<file path="config.mk">
export PLATFORM = sky130hd
export DESIGN_NAME = cbsrl_bus_ctrl
export DESIGN_NICKNAME = d
export VERILOG_FILES = /design/src/rtl/cbsrl_pkg.sv /design/src/rtl/cbsrl_link_if.sv /design/src/rtl/cbsrl_ready_sync.sv /design/src/rtl/cbsrl_qstat.sv /design/src/rtl/cbsrl_bus_ctrl.sv
export SDC_FILE = /design/constraint.sdc
export NUM_CORES = 1
export LEC_CHECK = 0
export ABC_CLOCK_PERIOD_IN_PS = 1100
export BUFFER_PORTS_ARGS = -buffer_cell sky130_fd_sc_hd__buf_2
export CAP_MARGIN = 10
export CORE_MARGIN = 4
export CORE_UTILIZATION = 45
export CTS_CLUSTER_DIAMETER = 120
export DETAILED_ROUTE_END_ITERATION = 8
export PLACE_DENSITY = 0.73
export SETUP_SLACK_MARGIN = 0.02
export SLEW_MARGIN = 20
export SYNTH_ARGS = -nofsm -noshare
export SYNTH_HDL_FRONTEND = slang
export SYNTH_SLANG_ARGS = --single-unit
</file>
<file path="constraint.sdc">
create_clock -name clk_sys -period 1.1 [get_ports clk_sys]
set_input_delay 0.11 -clock clk_sys [delete_from_list [all_inputs] [get_ports clk_sys]]
set_output_delay 0.11 -clock clk_sys [all_outputs]
set_load 0.02 [all_outputs]
</file>
<file path="src/rtl/cbsrl_pkg.sv">
// constants and types for the local-bus strobe, ready and lock logic
// assumes one clock, clk_sys at 100 MHz, and a synchronous reset
// Operation
// - queue status codes: 00 idle, 01 first opcode, 11 next byte, 10 flush.
// - read strobe low in second, third and wait states of a read, else high.
// - read strobe goes low in second state only after address bus floats.
// - during reset read strobe driven high one clock, then floated.
// - weak pull-up keeps read strobe line high when undriven.
// - read strobe pin sampled at reset: high strobe mode, low queue mode.
// - async ready accepted anytime; only its rising edge is synchronised.
// - cycle ends only with a ready input active; otherwise wait states.
// - sync ready tied high gives no wait states.
// - after lock prefix, lock low from first data cycle until instruction ends.
// - no prefetch cycles while lock is asserted.
// - during reset lock driven high one clock, then floated.
// - queue mode puts status on latch-enable and write strobe pins.
// - write strobe low in second, third and wait states; floats in hold.
package cbsrl_pkg;

   // ----------------------------------------------------------------
   // timing
   // ----------------------------------------------------------------
   localparam int CLK_PERIOD_NS = 10;
   localparam int TSTATE_NS = 20;
   localparam int TSTATE_CYC = (TSTATE_NS + CLK_PERIOD_NS - 1) / CLK_PERIOD_NS;

   // ----------------------------------------------------------------
   // bus states
   // ----------------------------------------------------------------
   typedef enum logic [2:0] {
      ST_IDLE = 3'b000,
      ST_T1 = 3'b001,
      ST_T2 = 3'b010,
      ST_T3 = 3'b011,
      ST_TW = 3'b100,
      ST_T4 = 3'b101
   } cbsrl_state_t;

   // ----------------------------------------------------------------
   // queue status codes, {bit1, bit0}
   // ----------------------------------------------------------------
   typedef enum logic [1:0] {
      QS_NONE = 2'b00,
      QS_FIRST = 2'b01,
      QS_NEXT = 2'b11,
      QS_FLUSH = 2'b10
   } cbsrl_qs_t;

   localparam logic [1:0] QS_RESET = 2'h0;

   // flush outranks fetches
   function automatic cbsrl_qs_t cbsrl_qs_encode(input logic first, input logic next,
                                                 input logic flush);
      cbsrl_qs_t code;
      code = QS_NONE;
      if (flush) begin
         code = QS_FLUSH;
      end else if (first) begin
         code = QS_FIRST;
      end else if (next) begin
         code = QS_NEXT;
      end
      return code;
   endfunction

endpackage

</file>
<file path="src/rtl/cbsrl_link_if.sv">
// carrier between the bus control core and its ready and queue helpers
// assumes all users run on clk_sys
`timescale 1ns/10ps
`default_nettype none
interface cbsrl_link_if;
   logic ready;
   logic [1:0] qs;

   modport core(input ready, input qs);
   modport rdy(output ready);
   modport qstat(output qs);
endinterface
`default_nettype wire

</file>
<file path="src/rtl/cbsrl_ready_sync.sv">
// ready combiner: async ready rise synchronised, fall passes straight
// assumes sync ready is already synchronous to clk_sys
`timescale 1ns/10ps
`default_nettype none
module cbsrl_ready_sync
   import cbsrl_pkg::*;
(
   input wire logic clk_sys,
   input wire logic sys_rst,
   input wire logic async_ready_in,
   input wire logic sync_ready_in,
   cbsrl_link_if.rdy link
);

   logic meta_q;
   logic sync_q;

   // ----------------------------------------------------------------
   // two-stage synchroniser
   // ----------------------------------------------------------------
   always_ff @(posedge clk_sys) begin
      if (sys_rst) begin
         meta_q <= 1'b0;
         sync_q <= 1'b0;
      end else begin
         meta_q <= async_ready_in;
         sync_q <= meta_q;
      end
   end

   // rise delayed, fall immediate
   assign link.ready = (sync_q & async_ready_in) | sync_ready_in;

endmodule
`default_nettype wire

</file>
<file path="src/rtl/cbsrl_qstat.sv">
// queue status register fed by the instruction queue events
// assumes events are one-cycle pulses on clk_sys
`timescale 1ns/10ps
`default_nettype none
module cbsrl_qstat
   import cbsrl_pkg::*;
(
   input wire logic clk_sys,
   input wire logic sys_rst,
   input wire logic tick,
   input wire logic q_first,
   input wire logic q_next,
   input wire logic q_flush,
   cbsrl_link_if.qstat link
);

   logic [1:0] qs_q;
   logic first_q;
   logic next_q;
   logic flush_q;

   // events gathered over one processor clock
   always_ff @(posedge clk_sys) begin
      if (sys_rst || tick) begin
         first_q <= 1'b0;
         next_q <= 1'b0;
         flush_q <= 1'b0;
      end else begin
         first_q <= first_q | q_first;
         next_q <= next_q | q_next;
         flush_q <= flush_q | q_flush;
      end
   end

   always_ff @(posedge clk_sys) begin
      if (sys_rst) begin
         qs_q <= QS_RESET;
      end else if (tick) begin
         qs_q <= cbsrl_qs_encode(first_q | q_first, next_q | q_next, flush_q | q_flush);
      end
   end

   assign link.qs = qs_q;

endmodule
`default_nettype wire

</file>
<file path="src/rtl/cbsrl_bus_ctrl.sv">
// local-bus control: T-state sequencer, strobes, ready, lock, mode strap
// assumes core requests are pulses on clk_sys; pins resolved outside
`timescale 1ns/10ps
`default_nettype none
module cbsrl_bus_ctrl
   import cbsrl_pkg::*;
(
   input wire logic clk_sys,
   input wire logic sys_rst,
   input wire logic cycle_req,
   input wire logic cycle_read,
   input wire logic cycle_prefetch,
   output logic cycle_accept,
   output logic cycle_done,
   input wire logic lock_prefix,
   input wire logic instr_done,
   input wire logic hold_active,
   input wire logic q_first,
   input wire logic q_next,
   input wire logic q_flush,
   input wire logic async_ready_in,
   input wire logic sync_ready_in,
   input wire logic read_strobe_or_qmode_select_in,
   output logic read_strobe_or_qmode_select_o,
   output logic read_strobe_or_qmode_select_oe_n,
   output logic read_pullup_en,
   output logic ale_or_queue_status_bit0_o,
   output logic write_or_queue_status_bit1_o,
   output logic write_or_queue_status_bit1_oe_n,
   output logic lock_n_o,
   output logic lock_oe_n,
   output logic addr_oe_n,
   output logic qmode_o
);

   cbsrl_link_if link ();

   cbsrl_state_t state_q;
   logic [$clog2(TSTATE_CYC+1)-1:0] div_q;
   logic tick;
   logic rst_seen_q;
   logic qmode_q;
   logic read_q;
   logic addr_oe_n_q;
   logic rd_n_q;
   logic wr_n_q;
   logic ale_q;
   logic lock_arm_q;
   logic lock_act_q;
   logic done_q;
   logic data_phase;
   logic ending;

   // ----------------------------------------------------------------
   // helpers
   // ----------------------------------------------------------------
   cbsrl_ready_sync u_rdy (
      .clk_sys(clk_sys),
      .sys_rst(sys_rst),
      .async_ready_in(async_ready_in),
      .sync_ready_in(sync_ready_in),
      .link(link.rdy)
   );

   cbsrl_qstat u_qs (
      .clk_sys(clk_sys),
      .sys_rst(sys_rst),
      .tick(tick),
      .q_first(q_first),
      .q_next(q_next),
      .q_flush(q_flush),
      .link(link.qstat)
   );

   // ----------------------------------------------------------------
   // processor clock enable
   // ----------------------------------------------------------------
   always_ff @(posedge clk_sys) begin
      if (sys_rst || tick) begin
         div_q <= '0;
      end else begin
         div_q <= div_q + 1'b1;
      end
   end

   assign tick = (div_q == ($clog2(TSTATE_CYC+1))'(TSTATE_CYC - 1));

   // ----------------------------------------------------------------
   // reset drive window and mode strap
   // ----------------------------------------------------------------
   always_ff @(posedge clk_sys) begin
      rst_seen_q <= sys_rst;
   end

   // pin is released after the first reset clock, then sampled
   always_ff @(posedge clk_sys) begin
      if (sys_rst && rst_seen_q) begin
         qmode_q <= ~read_strobe_or_qmode_select_in;
      end
   end

   // ----------------------------------------------------------------
   // request acceptance
   // ----------------------------------------------------------------
   always_comb begin
      cycle_accept = !sys_rst && !hold_active && (state_q == ST_IDLE) && tick;
      if (cycle_prefetch && (lock_act_q || lock_arm_q)) begin
         cycle_accept = 1'b0;
      end
   end

   assign data_phase = (state_q == ST_T2) || (state_q == ST_T3) || (state_q == ST_TW);
   // last clk of T3 or wait state with ready: strobes rise with T4
   assign ending = tick && ((state_q == ST_T3) || (state_q == ST_TW)) && link.ready;

   // ----------------------------------------------------------------
   // T-state sequencer
   // ----------------------------------------------------------------
   always_ff @(posedge clk_sys) begin
      if (sys_rst) begin
         state_q <= ST_IDLE;
      end else if (tick) begin
         case (state_q)
            ST_IDLE: begin
               if (cycle_req && cycle_accept) begin
                  state_q <= ST_T1;
               end
            end
            ST_T1: begin
               state_q <= ST_T2;
            end
            ST_T2: begin
               state_q <= ST_T3;
            end
            ST_T3, ST_TW: begin
               if (link.ready) begin
                  state_q <= ST_T4;
               end else begin
                  state_q <= ST_TW;
               end
            end
            ST_T4: begin
               state_q <= ST_IDLE;
            end
            default: begin
               state_q <= ST_IDLE;
            end
         endcase
      end
   end

   always_ff @(posedge clk_sys) begin
      if (sys_rst) begin
         read_q <= 1'b0;
      end else if (tick && cycle_req && cycle_accept) begin
         read_q <= cycle_read;
      end
   end

   always_ff @(posedge clk_sys) begin
      if (sys_rst) begin
         done_q <= 1'b0;
      end else begin
         done_q <= tick && (state_q == ST_T4);
      end
   end

   assign cycle_done = done_q;

   // ----------------------------------------------------------------
   // address float and strobes
   // ----------------------------------------------------------------
   always_ff @(posedge clk_sys) begin
      if (sys_rst) begin
         addr_oe_n_q <= 1'b1;
      end else begin
         addr_oe_n_q <= hold_active || (state_q != ST_T1) || (read_q && tick);
      end
   end

   // strobe falls one clk after the address has floated
   always_ff @(posedge clk_sys) begin
      if (sys_rst) begin
         rd_n_q <= 1'b1;
      end else begin
         rd_n_q <= !(read_q && data_phase && addr_oe_n_q && !ending);
      end
   end

   always_ff @(posedge clk_sys) begin
      if (sys_rst) begin
         wr_n_q <= 1'b1;
      end else begin
         wr_n_q <= !(!read_q && (data_phase || ((state_q == ST_T1) && tick)) && !ending);
      end
   end

   always_ff @(posedge clk_sys) begin
      if (sys_rst) begin
         ale_q <= 1'b0;
      end else begin
         ale_q <= (state_q == ST_T1) && !tick;
      end
   end

   // ----------------------------------------------------------------
   // bus lock
   // ----------------------------------------------------------------
   always_ff @(posedge clk_sys) begin
      if (sys_rst) begin
         lock_arm_q <= 1'b0;
         lock_act_q <= 1'b0;
      end else begin
         if (lock_prefix) begin
            lock_arm_q <= 1'b1;
         end else if (lock_arm_q && tick && cycle_req && cycle_accept && !cycle_prefetch) begin
            lock_arm_q <= 1'b0;
         end
         if (lock_arm_q && tick && cycle_req && cycle_accept && !cycle_prefetch) begin
            lock_act_q <= 1'b1;
         end else if (instr_done && !lock_arm_q) begin
            lock_act_q <= 1'b0;
         end
      end
   end

   // ----------------------------------------------------------------
   // pin drive
   // ----------------------------------------------------------------
   assign read_pullup_en = 1'b1;
   assign addr_oe_n = addr_oe_n_q;
   assign qmode_o = qmode_q;

   always_comb begin
      read_strobe_or_qmode_select_o = 1'b1;
      write_or_queue_status_bit1_o = 1'b1;
      lock_n_o = 1'b1;
      ale_or_queue_status_bit0_o = 1'b0;
      if (sys_rst) begin
         read_strobe_or_qmode_select_oe_n = rst_seen_q;
         write_or_queue_status_bit1_oe_n = rst_seen_q;
         lock_oe_n = rst_seen_q;
      end else begin
         // grounded pin in queue mode is not driven outside the first reset clock
         read_strobe_or_qmode_select_oe_n = hold_active || qmode_q;
         read_strobe_or_qmode_select_o = rd_n_q;
         lock_oe_n = 1'b0;
         lock_n_o = !lock_act_q;
         if (qmode_q) begin
            write_or_queue_status_bit1_oe_n = 1'b0;
            write_or_queue_status_bit1_o = link.qs[1];
            ale_or_queue_status_bit0_o = link.qs[0];
         end else begin
            write_or_queue_status_bit1_oe_n = hold_active;
            write_or_queue_status_bit1_o = wr_n_q;
            ale_or_queue_status_bit0_o = ale_q;
         end
      end
   end

endmodule
`default_nettype wire

</file>
**Yosys cells after proc, flatten, opt, wreduce, memory -nomap -nowiden**

Cells that the tools add are included.

- ROM bits: 0
- Memories: 0
- Bits in registers: 22
- Input bits: 14
- Bits in writable memories: 0
- Latch bits: 0

- Reductions and logical operators: 48
- Muxes and demuxes: 21
- $lt $le $gt $ge: 0
- Equal/unequal tests: 8
- Shifts and indexed selects: 0
- Divide/modulo/power cells: 0
- Bitwise operators: 6
- $add $sub $neg: 1
- Multipliers: 0

Operators by type and width:

| cell | number |
|---|---|
| logical AND 1 bit | 24 |
| 2-to-1 mux 1 bit | 16 |
| one-hot mux 3 bit (4 select lines) | 1 |
| logical NOT 1 bit | 10 |
| logical OR 1 bit | 9 |
| equality test 3 x 2 -> 1 bit (second input constant) | 2 |
| equality test 3 bit (second input constant) | 2 |
| 2-to-1 mux 2 bit | 3 |
| OR 1 bit | 4 |
| nonzero test 2 bit | 2 |
| equality test 3 x 1 -> 1 bit (second input constant) | 1 |
| logical NOT 3 bit | 1 |
| 2-to-1 mux 3 bit | 1 |
| != test 3 x 1 -> 1 bit (second input constant) | 1 |
| adder 2 x 1 -> 2 bit (second input constant) | 1 |
| equality test 2 x 1 -> 1 bit (second input constant) | 1 |
| != test 2 x 1 -> 1 bit (second input constant) | 1 |
| AND reduction 2 bit | 1 |
| OR reduction 2 bit | 1 |
| AND 1 bit | 1 |
| inverter 1 bit | 1 |

**Depth between registers and ports, before layout**

- Word-level depth: 9
- Depth in mapped cells: 7
- Mapped depth without buffers: 6

**By module**

Synthesis repeated with hierarchy kept, for this count alone.

- Cells, all modules: 110
- Area total of the unflattened synthesis: 1034.7 µm²

Modules (own cells, without submodules):

| module | cells each | seq. area each (µm²) | area an instance (µm²) | times used |
|---|---|---|---|---|
| cbsrl_bus_ctrl | 87 | 310.3 | 803.3 | 1 |
| cbsrl_qstat | 18 | 100.1 | 168.9 | 1 |
| cbsrl_ready_sync | 5 | 40.0 | 62.6 | 1 |

**Worst setup path after synthesis**

Ideal clock, no wire load.

- Path type: register to output
- Start: register qmode_q, in the netlist qmode_o
- End: output write_or_queue_status_bit1_oe_n
- Data required time: 0.990 ns
- Path buffers: 0
- Path slack: -0.080 ns
- Arrival time: 1.070 ns
- Cell stages (with the launch flop): 2
- Path through: edfxtp_1 > o21ai_0

- Word-level cells in the longest chain between the ends: 2

Ends and longest elaborated chain:

| what | line | source |
|---|---|---|
| from (decl) | cbsrl_bus_ctrl.sv:42 | `logic qmode_q;` |
| from (signal assigned) | cbsrl_bus_ctrl.sv:98 | `qmode_q <= ~read_strobe_or_qmode_select_in;` |
| 2-to-1 mux 1 bit | cbsrl_bus_ctrl.sv:249 | `if (qmode_q) begin` |
| 2-to-1 mux 1 bit | cbsrl_bus_ctrl.sv:239 | `if (sys_rst) begin` |
| to (decl) | cbsrl_bus_ctrl.sv:29 | `output logic write_or_queue_status_bit1_oe_n,` |

Every way passes these cells.

**Worst setup path after layout**

- Start: register div_q[1]
- End: output cycle_accept

- Word-level cells in the longest chain between the ends: 3

Ends and longest elaborated chain:

| what | line | source |
|---|---|---|
| from (decl) | cbsrl_bus_ctrl.sv:39 | `logic [$clog2(TSTATE_CYC+1)-1:0] div_q;` |
| from (signal assigned) | cbsrl_bus_ctrl.sv:82 | `div_q <= div_q + 1'b1;` |
| equality test 2 x 1 -> 1 bit | cbsrl_bus_ctrl.sv:86 | `assign tick = (div_q == ($clog2(TSTATE_CYC+1))'(TSTATE_CYC - 1));` |
| logical AND 1 bit | cbsrl_bus_ctrl.sv:106 | `cycle_accept = !sys_rst && !hold_active && (state_q == ST_IDLE) && tick;` |
| 2-to-1 mux 1 bit | cbsrl_bus_ctrl.sv:107 | `if (cycle_prefetch && (lock_act_q \|\| lock_arm_q)) begin` |
| to (decl) | cbsrl_bus_ctrl.sv:13 | `output logic cycle_accept,` |

Every way passes these cells.

==> metrics.yaml <==
status: "finished with violations"
violations: "negative setup slack"
hold_ws_ns: 0.0306
async_flop_share: 0
place_congestion: 0.944
synth_cell_types: 38
grt_pass1_vias: 797
synth_area_sq_um: 965
final_cells: 173
synth_area_per_cell_sq_um: 9.02
rrSetupSlack_ns: -0.18
r2r_start: "div_q[1]"
critPathSlowestCell: "dfxtp_2"
antenna_found_initial: 0
vias: 881
largest_reg_flops: 3
placementRows: 16
ys_warn_count: 0
antenna_cells: 0
clk_latency_ns: 0.30
crit_end: "cycle_accept"
synth_ff_type: "dfxtp_1"
path_class: "flip-flop to output pin"
fin_skew_ns: 0.00561
max_stage_delay_ns: 0.33
worstPathRequired_ns: 0.99
synth.top_cell.area_share: 0.436
synthesis.nets: 122
cts-root-buf: "clkbuf_4"
drc_errors: 0
grt_max_degree: 13
r2r_cells: 7
clkSinkCount: 22
path_buf_inv: 2
routed_via_density: 5.09
track_usage: 0.167
routed_wl_um: 2240
power_density_mw_per_mm2: 1210
cp_data_arrival_time_ns: 1.30
fin_util: 0.699
synth_most_common_cell: "dfxtp_1"
dp_cells: 161
clockBufferDepth: 2
ys_seq_area_frac: 0.467
place_area_sq_mm: 0.00116
cts-htree-levels: 1
ios: 26
die_w_um: 54.3
clock.fmax_mhz: 710
maxSlewViolCount: 0
numCtsBuffers: 3
maxCapViolCount: 0
fin_ws_ns: -0.308
start_kind: "flip-flop"
crit_family: "simple AND/OR/NAND/NOR gates"
dieArea_sq_mm: 0.00295
stdcell_area_sq_mm: 0.00140
path_cells: "inv_2 > ha_4 > nor3b_4 > and3_4 > buf_6"
worstReg2RegEnd: "rd_n_q"
rsz0062_at_grt: "yes"
end_kind: "output pin"
fin_nets: 162
grt_pass1_wl_um: 3460
drive_gt1_frac: 0.514
synth_edf_count: 1
io_buffers: 24
dp_hpwl_um: 1510
min-delay-path-class: "input pin to flip-flop"
wl_per_cell_um: 13.0
start_util: 0.482
synth.area.top_cells: "dfxtp_1, nor2_1, nand2_1"
core_area_sq_mm: 0.00200
min_period_over_period: 1.28
area_growth_pct: 45.0
yosysTopAreaCell: "dfxtp_1"
clk_pin_slew_ns: 0.11
synth_commonest_cells: "dfxtp_1, nor2_1, nand2_1, a21oi_1, o21ai_0"
startpoint: "div_q[1]"
finalPower_mw: 1.69
cts_tree: "yes"
ir_worst_vdd_uv: 844
fin_crit_ns: 1.41
top_register: "state_q"
die_h_um: 54.3
synth-seq-cells: 22
cp_max_fo: 2
netlist_instances: 107
crit_cells: 5
drt_iter0_drc: 11
p_leak_nw: 0.591
ant_nets: 0
hold_violations: 0
finalSetupViolCount: 17
drtPass1Iterations: 4
grt_remaining_overflow: 0
[stage by stage]
stage | setup slack, ns | TNS, ns
floorplan | -0.0214 | -0.0447
global placement | -0.0682 | -0.384
detailed placement | -0.108 | -0.688
CTS | -0.345 | -2.70
global route | -0.392 | -3.73
finish | -0.308 | -2.47
[routing by layer]
layer | global-route usage | up-vias | part of all wire
li1 | - | 444 | -
met1 | 0.190 | 403 | 0.45
met2 | 0.259 | 25 | 0.47
met3 | 0.0463 | 9 | 0.053
met4 | 0.133 | 0 | 0.032
met5 | 0 | - | 0
[worst reg2reg max path: cells and delay by family, from the launching register on]
kind | cells | cell delay, ns
DFF | 1 | 0.34
AOI/OAI and AO/OA | 1 | 0.13
adders and majority gates | 1 | 0.14
buffers and inverters | 4 | 0.44
and+or+nand+nor | 1 | 0.12
[cell families (layout without fill, tap and decap cells)]
| logic type | after synthesis | count (layout) | share of synthesized area |
|---|---|---|---|
| adder cells (fa/ha/maj) | 1 | 1 | 0.0130 |
| buffers and inverters | 12 | 51 | 0.0713 |
| AND/OR/NAND/NOR | 44 | 44 | 0.250 |
| multiplexers | 3 | 3 | 0.0311 |
| AO/OA/AOI/OAI | 24 | 24 | 0.163 |
| flip-flops | 22 | 22 | 0.467 |
| other | 1 | 1 | 0.00389 |
[worst min path at each step]
stage                      end  slack [ns]   startpoint  cells after the start
floorplan           rst_seen_q        0.14      sys_rst                      0
global placement    lock_act_q        0.29   instr_done                      2
detailed placement  lock_act_q        0.30   instr_done                      2
CTS                 lock_arm_q        0.03  lock_prefix                      3
global route        rst_seen_q        0.03      sys_rst                      1
finish              lock_arm_q        0.03  lock_prefix                      3
[layout make-up]
type | count | area, sq um
Clock buffer | 4 | 26.3
Fill cell | 134 | 603
Inverter | 5 | 21.3
Multi-Input combinational cell | 73 | 553
Sequential cell | 22 | 458
Tap cell | 27 | 33.8
Timing Repair Buffer | 42 | 307
[report_power, final]
| part | internal [mW] | total [mW] | switching (mW) |
|---|---|---|---|
| Sequential | 0.856 | 0.893 | 0.0372 |
| Clock | 0.141 | 0.364 | 0.222 |
| Combinational | 0.221 | 0.438 | 0.217 |
| Total | 1.22 | 1.69 | 0.476 |
[cell usage in the layout, fill, tap and decap left out, types with 2 or more instances in the layout]
cell and instances:
a21oi_1 3, a21oi_2 4, buf_2 15, buf_4 19, buf_6 7, clkbuf_4 3
dfxtp_1 15, dfxtp_2 6, inv_2 3, mux2i_1 3, nand2_1 11, nand3b_1 2
nand4b_1 2, nor2_1 13, nor2_2 2, nor2b_1 2, o21ai_1 6
[what timing repair did]
| action | 4_1_cts | 5_1_grt |
|---|---|---|
| hold endpoints to repair | 1 | 0 |
| resized for setup | 27 | 15 |
| pin swaps | 10 | 9 |
| endpoints found under the setup margin | 19 | 27 |
| setup buffers | 4 | 4 |
| cloned | 1 | 0 |
| hold buffers | 1 | 0 |
(Power assumes the default switching activity.)
